===== src/bridge_gate_pkg.sv =====
// constants and carrier types for the three-phase bridge gate logic
// assumes a single 200 MHz system clock shared by every user of the package
package bridge_gate_pkg;

  // system clock
  localparam int unsigned CLK_MHZ          = 200;

  // dead time: one count step in ns, and the step in clock cycles (least time, rounded up)
  localparam int unsigned DT_STEP_NS       = 50;
  localparam int unsigned DT_STEP_CYC_INT  = (DT_STEP_NS * CLK_MHZ + 999) / 1000;
  localparam int unsigned DT_CNT_W         = 10;
  localparam logic [DT_CNT_W-1:0] DT_STEP_CYC = DT_CNT_W'(DT_STEP_CYC_INT);

  // counts below this are raised to it, giving the 100 ns floor
  localparam logic [5:0] DT_MIN_COUNT      = 6'h02;

  // zero-crossing filter length in samples, default only
  localparam int unsigned ZC_FILT_LEN      = 4;

  // number of bridge phases and index of the last commutation state
  localparam int unsigned PHASES           = 3;
  localparam logic [2:0] COMM_LAST         = 3'h5;

  // off-time recirculation selector
  typedef enum logic [1:0] {
    RECIRC_AUTO    = 2'b00,
    RECIRC_HIGH    = 2'b01,
    RECIRC_LOW     = 2'b10,
    RECIRC_NONSYNC = 2'b11
  } recirc_mode_t;

  localparam recirc_mode_t RECIRC_RESET    = RECIRC_AUTO;

  // per-phase switch command, 1 = switch conducting
  typedef struct packed {
    logic hi;
    logic lo;
  } gate_cmd_t;

  localparam gate_cmd_t GATE_ALL_OFF       = '{hi: 1'b0, lo: 1'b0};

endpackage


===== src/bridge_gate_deadtime_recirc.sv =====
// three-phase bridge gate commands with dead time and off-time recirculation choice
// assumes all inputs are synchronous to ref_clk_i and that the commutation logic
// pulses comm_start_i once at the start of each commutation period
//
// Behaviour
// - low-side gate output goes high when its switch is commanded on.
// - low-side gate output goes low when its switch is commanded off.
// - high-side gate output goes low when its switch is commanded on.
// - high-side gate output goes high when its switch is commanded off.
// - after any turn-off, wait the dead time before the complementary turn-on.
// - one six-bit dead-time count serves all phases, timed from the clock.
// - dead time equals the count times 50 ns.
// - counts zero, one and two all give the 100 ns minimum.
// - synchronous modes switch the PWM phase pair in anti-phase with dead time.
// - selector 11 turns every switch off during PWM off-time.
// - selector 10 recirculates through the low-side switches during off-time.
// - selector 01 recirculates through the high-side switches during off-time.
// - mixed mode, falling bemf: low-side before zero crossing, high-side after.
// - mixed mode, rising bemf: high-side before zero crossing, low-side after.
// - the zero-crossing comparator output is digitally filtered before use.
// - the recirculation selector comes out of reset as 00, mixed mode.
`timescale 1ns/1ps

module phase_deadtime
  import bridge_gate_pkg::*;
(
  // clock and reset
  input  wire logic                ref_clk_i,
  input  wire logic                arst_n_i,
  // wanted switch state and dead time in cycles
  input  wire gate_cmd_t           want_i,
  input  wire logic [DT_CNT_W-1:0] dt_cycles_i,
  // switch state actually applied
  output gate_cmd_t                gate_o
);

  gate_cmd_t           on_ff;
  gate_cmd_t           nxt_on;
  logic [DT_CNT_W-1:0] cnt_ff;
  logic [DT_CNT_W-1:0] nxt_cnt;
  logic                turn_off;

  always_comb
  begin
    turn_off  = (on_ff.hi & ~want_i.hi) | (on_ff.lo & ~want_i.lo);
    // turn-off is immediate; only turn-on is delayed
    nxt_on.hi = on_ff.hi & want_i.hi;
    nxt_on.lo = on_ff.lo & want_i.lo;
    nxt_cnt   = cnt_ff;
    if (turn_off)
    begin
      // load one less, the turn-on itself takes the last cycle
      nxt_cnt = dt_cycles_i - DT_CNT_W'(1);
    end
    else
    begin
      if (cnt_ff != '0)
      begin
        nxt_cnt = cnt_ff - DT_CNT_W'(1);
      end
      // a conflicting request of both switches turns neither on
      if (cnt_ff == '0 && want_i.hi && !want_i.lo && !on_ff.lo)
      begin
        nxt_on.hi = 1'b1;
      end
      if (cnt_ff == '0 && want_i.lo && !want_i.hi && !on_ff.hi)
      begin
        nxt_on.lo = 1'b1;
      end
    end
  end

  always_ff @(posedge ref_clk_i or negedge arst_n_i)
  begin
    if (!arst_n_i)
    begin
      on_ff  <= GATE_ALL_OFF;
      cnt_ff <= '0;
    end
    else
    begin
      on_ff  <= nxt_on;
      cnt_ff <= nxt_cnt;
    end
  end

  assign gate_o = on_ff;

endmodule

module bridge_gate_deadtime_recirc
  import bridge_gate_pkg::*;
#(
  parameter int unsigned FILT_LEN = ZC_FILT_LEN
)
(
  // clock and reset
  input  wire logic         ref_clk_i,
  input  wire logic         arst_n_i,
  // bridge control
  input  wire logic         drive_en_i,
  input  wire logic         bridge_pwm_i,
  input  wire logic [2:0]   comm_state_i,
  input  wire logic         comm_start_i,
  input  wire logic         bemf_falling_i,
  input  wire logic         zc_cmp_i,
  // configuration
  input  wire logic [5:0]   dead_time_count_i,
  input  wire logic [1:0]   recirc_mode_sel_i,
  // gate outputs
  output logic [PHASES-1:0] low_side_gate_out_o,
  output logic [PHASES-1:0] high_side_gate_out_n_o,
  // status
  output logic              zc_level_o,
  output logic              zc_strobe_o,
  output logic              recirc_high_o
);

  // ---- configuration capture ----
  recirc_mode_t        mode_ff;
  recirc_mode_t        nxt_mode;
  logic [5:0]          dt_eff;
  logic [DT_CNT_W-1:0] dt_cycles;

  always_comb
  begin
    nxt_mode  = recirc_mode_t'(recirc_mode_sel_i);
    dt_eff    = (dead_time_count_i < DT_MIN_COUNT) ? DT_MIN_COUNT : dead_time_count_i;
    // widest result is 63 steps of 10 cycles, well inside the counter
    dt_cycles = DT_CNT_W'(DT_CNT_W'(dt_eff) * DT_STEP_CYC);
  end

  always_ff @(posedge ref_clk_i or negedge arst_n_i)
  begin
    if (!arst_n_i)
    begin
      mode_ff <= RECIRC_RESET;
    end
    else
    begin
      mode_ff <= nxt_mode;
    end
  end

  // ---- zero-crossing filter ----
  // the level only moves once FILT_LEN samples in a row agree; this trades
  // FILT_LEN + 1 cycles of delay for immunity to comparator chatter
  logic [FILT_LEN-1:0] zc_hist_ff;
  logic [FILT_LEN-1:0] nxt_zc_hist;
  logic                zc_lvl_ff;
  logic                nxt_zc_lvl;
  logic                zc_stb_ff;
  logic                nxt_zc_stb;

  always_comb
  begin
    nxt_zc_hist = {zc_hist_ff[FILT_LEN-2:0], zc_cmp_i};
    nxt_zc_lvl  = zc_lvl_ff;
    if (&zc_hist_ff)
    begin
      nxt_zc_lvl = 1'b1;
    end
    else if (~|zc_hist_ff)
    begin
      nxt_zc_lvl = 1'b0;
    end
    nxt_zc_stb  = nxt_zc_lvl ^ zc_lvl_ff;
  end

  always_ff @(posedge ref_clk_i or negedge arst_n_i)
  begin
    if (!arst_n_i)
    begin
      zc_hist_ff <= '0;
      zc_lvl_ff  <= 1'b0;
      zc_stb_ff  <= 1'b0;
    end
    else
    begin
      zc_hist_ff <= nxt_zc_hist;
      zc_lvl_ff  <= nxt_zc_lvl;
      zc_stb_ff  <= nxt_zc_stb;
    end
  end

  // ---- mixed-mode path tracking ----
  logic after_zc_ff;
  logic nxt_after_zc;
  logic path_hi_ff;
  logic nxt_path_hi;
  logic want_path_hi;

  always_comb
  begin
    nxt_after_zc = after_zc_ff;
    if (comm_start_i)
    begin
      nxt_after_zc = 1'b0;
    end
    // a crossing in the same cycle as a new period is kept
    if (zc_stb_ff)
    begin
      nxt_after_zc = 1'b1;
    end
    case (mode_ff)
      RECIRC_HIGH:    want_path_hi = 1'b1;
      RECIRC_LOW:     want_path_hi = 1'b0;
      RECIRC_AUTO:    want_path_hi = bemf_falling_i ? after_zc_ff : ~after_zc_ff;
      default:        want_path_hi = 1'b0;
    endcase
    // the path is frozen for the whole off-time, so a change waits for the next one
    nxt_path_hi = bridge_pwm_i ? want_path_hi : path_hi_ff;
  end

  always_ff @(posedge ref_clk_i or negedge arst_n_i)
  begin
    if (!arst_n_i)
    begin
      after_zc_ff <= 1'b0;
      path_hi_ff  <= 1'b0;
    end
    else
    begin
      after_zc_ff <= nxt_after_zc;
      path_hi_ff  <= nxt_path_hi;
    end
  end

  // ---- wanted switch states per phase ----
  logic [1:0] src_ph;
  logic [1:0] snk_ph;
  logic       comm_ok;
  gate_cmd_t  want [PHASES];

  always_comb
  begin
    comm_ok = drive_en_i && (comm_state_i <= COMM_LAST);
    // drive-high phase and drive-low phase of each commutation state
    case (comm_state_i)
      3'h0:    begin src_ph = 2'h0; snk_ph = 2'h1; end
      3'h1:    begin src_ph = 2'h0; snk_ph = 2'h2; end
      3'h2:    begin src_ph = 2'h1; snk_ph = 2'h2; end
      3'h3:    begin src_ph = 2'h1; snk_ph = 2'h0; end
      3'h4:    begin src_ph = 2'h2; snk_ph = 2'h0; end
      3'h5:    begin src_ph = 2'h2; snk_ph = 2'h1; end
      default: begin src_ph = 2'h0; snk_ph = 2'h0; end
    endcase
    for (int p = 0; p < PHASES; p++)
    begin
      want[p] = GATE_ALL_OFF;
      if (comm_ok && bridge_pwm_i)
      begin
        want[p].hi = (2'(p) == src_ph);
        want[p].lo = (2'(p) == snk_ph);
      end
      else if (comm_ok && mode_ff != RECIRC_NONSYNC)
      begin
        if (path_hi_ff)
        begin
          // both active phases held at the supply
          want[p].hi = (2'(p) == src_ph) || (2'(p) == snk_ph);
        end
        else
        begin
          // both active phases held at ground
          want[p].lo = (2'(p) == src_ph) || (2'(p) == snk_ph);
        end
      end
    end
  end

  // ---- dead-time sequencing and pin polarity ----
  gate_cmd_t applied [PHASES];

  for (genvar g = 0; g < PHASES; g++)
  begin : g_phase
    phase_deadtime u_dt (
      .ref_clk_i   (ref_clk_i),
      .arst_n_i    (arst_n_i),
      .want_i      (want[g]),
      .dt_cycles_i (dt_cycles),
      .gate_o      (applied[g])
    );
    assign low_side_gate_out_o[g]    = applied[g].lo;
    assign high_side_gate_out_n_o[g] = ~applied[g].hi;
  end

  assign zc_level_o    = zc_lvl_ff;
  assign zc_strobe_o   = zc_stb_ff;
  assign recirc_high_o = path_hi_ff;

endmodule


===== config.mk =====
export PLATFORM = sky130hd
export DESIGN_NAME = bridge_gate_deadtime_recirc
export DESIGN_NICKNAME = d
export VERILOG_FILES = /design/src/bridge_gate_pkg.sv /design/src/bridge_gate_deadtime_recirc.sv
export SDC_FILE = /design/constraint.sdc
export NUM_CORES = 1
export LEC_CHECK = 0
export BUFFER_PORTS_ARGS = -buffer_cell sky130_fd_sc_hd__buf_4
export CORE_MARGIN = 2
export CORE_UTILIZATION = 64
export CTS_CLUSTER_SIZE = 14
export DETAILED_ROUTE_END_ITERATION = 6
export PLACE_DENSITY = 0.83
export RECOVER_POWER = 100
export SLEW_MARGIN = 10
export SYNTH_ARGS = -nofsm -noshare
export SYNTH_HDL_FRONTEND = slang
export SYNTH_SLANG_ARGS = --single-unit

===== constraint.sdc =====
create_clock -name ref_clk_i -period 4.1 [get_ports ref_clk_i]
set_input_delay 0.205 -clock ref_clk_i [delete_from_list [all_inputs] [get_ports ref_clk_i]]
set_output_delay 0.205 -clock ref_clk_i [all_outputs]
set_load 0.01 [all_outputs]

==> results.md <==
- Fin crit share: 0.697
- Vias per cell: 5.87
- FP Rows: 24
- Final hold violation count: 0
- Share of cells above drive strength 1: 0.0843
- Via count: about 2300
- Final Critical Period: 2.86 ns
- PwrDens: approximately 350 mW/mm^2
- Initial antenna violation count: 0
- Crit Path Category: input pin to flop
- Max_slew headroom: -0.584
- # resized after CTS: 0
- Vias in the first global route: 2212
- Placed cell area: about 0.0032 sq mm
- Power Total: roughly 1100 uW
- Post-route cell area: 0.00324 sq mm
- Final #Nets: ~370
- Die ar.: approximately 0.0053 sq mm
- Unique masters post-synth: 57
- Worst-path clk slew: approximately 0.080 ns
- Fraction of registers with async set/reset: 1.00
- Outcome: complete, but fails checks
- Hold crit path type: input pin to flop
- Final setup margin: 1.24 ns
- Total grt overflow: 0
- Commonest non-fill, non-tap cell in the layout: dfrtp_1
- IO Count: 27
- Area of the mapped netlist: ~0.0030 sq mm
- Starting density of the core: 0.677
- GRT Total Usage: 0.246
- Worst setup EP type: flop
- CORE AREA: between 0.004 and 0.005 sq mm
- Drc violations: 0
- Number of routed nets with antenna violations: 0
- Dpl hpwl: approximately 4400 um
- Final Max Tran Viols: 47
- Wirelength per Cell: about 15 um
- Syn Nets: around 350
- Min-Delay Path Depth: 1
- Peak Freq: 350 MHz
- 1st-iter DRT viols: 214
- Clock Path Buffers: 2
- EDFF count, synth: 0
- Synth Warn #: 0
- CTS tree: done
- Largest net degree at the start of global routing: 47
- Worst VDD drop: between 0.3 and 0.4 mV
- Data required, critical path: approximately 4.3 ns
- Die width: slightly above 70 um
- Crit path launch type: input pin
- Most frequent cells in the layout: 46 x dfrtp_1, 34 x mux2i_1, 29 x nor2_1
- TNS Setup: 0 ns
- Register area share after synthesis: 0.383
- First-pass GRT wire length: just over 10000 um
- Pre-CTS worst setup slack: around 1.1 ns
- Final Skew: about 0.0065 ns
- GPL Wtd Cong: ~0.86
- # fillers: approximately 360
- P_leak: around 0.0013 uW
- Worst EP arrival: roughly 3.1 ns
- Primary FF master, synth: dfrtp_1
- DIE HEIGHT: a little over 70 um
- Worst-Margin Slew: roughly 2.4 ns
- Crit Path Max Fanout: 4
- Area Overhead vs Synth: 7.73%
- Unrepaired setup endpoints after global routing: no
- Syn_area_per_cell: 9.46 sq um
- Final setup fails: 0
- Worst skew pair latency: 0.29 ns
- Root Buffer: clkbuf_8
- Failing checks: max-capacitance violations, max-slew violations
- Num Clock Sinks: 46
- H-tree Lvls: 2
- Synthesized instance count: between 300 and 400
- Max_cap viols: 1
- Antenna diode count: 0
- Port bufs: 26
- TritonCTS Buffers: 5
- Final WL: 5820 um
- Seq cells post-synth: 46
- Worst r2r path cells: 6
- DRT Pass-1 Iters: 4
==> final cells by class <==
type / instances / area (sq um) / share of cell area
multi-input combinational: 240 / 1680 / 0.518
sequential: 46 / 1150 / 0.355
timing repair buffer: 29 / 178 / 0.0548
tap: 52 / 65.1 / 0.0201
inverter: 21 / 78.8 / 0.0243
clock inverter: 1 / 5.00 / 0.00154
clock buffer: 7 / 86.3 / 0.0266
==> what timing repair did <==
| action | 4_1_cts | 5_1_grt |
|---|---|---|
| hold buffers | 1 | 1 |
| hold endpoints to repair | 46 | 1 |
| setup buffers | 0 | 0 |
==> state kept, by name, indices dropped and copies added, names as in the netlist <==
signal and cells:
g_phase.u_dt.cnt_ff 30, g_phase.u_dt.gate_o 6, zc_hist_ff 4, mode_ff 2, after_zc_ff 1, recirc_high_o 1
zc_level_o 1, zc_strobe_o 1
==> metrics by stage <==
stage / cells / utilization / hold slack [ns]
after floorplan: 318 / - / -0.0906
after global placement: 386 / 0.718 / 0.241
after detailed placement: 386 / 0.718 / 0.246
after CTS: 395 / 0.741 / 0.00152
after global routing: 396 / 0.729 / 0.0250
final: 396 / 0.729 / 0.0376
==> power by group <==
group | leakage, uW | internal, uW | total (uW) | switching [uW]
sequential | 0.000535 | 511 | 570 | 59.0
clock | 0.0000482 | 136 | 279 | 143
combinational | 0.000716 | 136 | 292 | 156
==> cells by family (layout without fill, tap and decap cells) <==
group / count (synthesis) / after routing / synth area share
adder cells (fa/ha/maj): 12 / 12 / 0.0524
flip-flops: 46 / 46 / 0.383
buffers and inverters: 32 / 58 / 0.0545
multiplexers: 35 / 35 / 0.118
AO/OA/AOI/OAI: 50 / 50 / 0.114
AND/OR/NAND/NOR: 124 / 124 / 0.219
XOR/XNOR: 19 / 19 / 0.0599
==> path summary, 6_finish.rpt <==
path / startpoint / end / slack (ns)
setup reg to reg: mode_ff[1] / g_phase[2].u_dt.cnt_ff[1] / 1.65
hold / removal: zc_cmp_i / zc_hist_ff[0] / 0.04
hold reg to reg: zc_hist_ff[2] / zc_hist_ff[3] / 0.40
min in group asynchronous: arst_n_i / g_phase[0].u_dt.gate_o[0] / 1.17
setup / recovery: dead_time_count_i[4] / g_phase[2].u_dt.cnt_ff[8] / 1.24
max in group asynchronous: arst_n_i / g_phase[0].u_dt.cnt_ff[7] / 1.58
==> Yosys cell counts (2+ instances only) <==
| master | count | area share |
|---|---|---|
| mux2i_1 | 34 | 0.11 |
| nor2_1 | 29 | 0.036 |
| ha_1 | 11 | 0.046 |
| xor2_1 | 7 | 0.020 |
| inv_1 | 21 | 0.026 |
| a21boi_0 | 2 | 0.0050 |
| nor4b_1 | 2 | 0.0058 |
| a21o_1 | 3 | 0.0075 |
| nand2_1 | 25 | 0.031 |
| and3_1 | 2 | 0.0042 |
| nand2b_1 | 9 | 0.019 |
| or3_1 | 6 | 0.012 |
| nor3b_1 | 4 | 0.010 |
| nor3_1 | 13 | 0.022 |
| nor4_1 | 6 | 0.012 |
| nand4b_1 | 2 | 0.0058 |
| a21oi_1 | 20 | 0.033 |
| a22o_1 | 2 | 0.0058 |
| xnor2_1 | 11 | 0.032 |
| o21ai_0 | 5 | 0.0083 |
| nor2b_1 | 6 | 0.012 |
| buf_4 | 3 | 0.0075 |
| clkbuf_1 | 2 | 0.0025 |
| or4_1 | 5 | 0.012 |
| o221ai_1 | 2 | 0.0058 |
| nand3_1 | 5 | 0.0083 |
| dfrtp_1 | 46 | 0.38 |
| nand4_1 | 2 | 0.0042 |
| buf_6 | 4 | 0.015 |
| o31ai_1 | 2 | 0.0050 |
==> layer usage <==
| metal | up-vias | track usage | share of wire |
|---|---|---|---|
| met4 | 0 | 0.0700 | 0.0096 |
| met3 | 6 | 0.0442 | 0.037 |
| li1 | 1176 | - | - |
| met1 | 1102 | 0.339 | 0.47 |
| met5 | - | 0 | 0 |
| met2 | 42 | 0.401 | 0.48 |
==> critical path, cell delays in order <==
cell,delay [ns]
clkbuf_1,0.11
or4_1,0.52
o21a_1,0.24
ha_1,0.20
ha_1,0.19
inv_1,0.07
fa_1,0.20
nor3b_1,0.33
nand2_1,0.12
a211oi_1,0.27
xnor3_1,0.44
mux2i_1,0.17
Power figures use the tool's default switching activity.
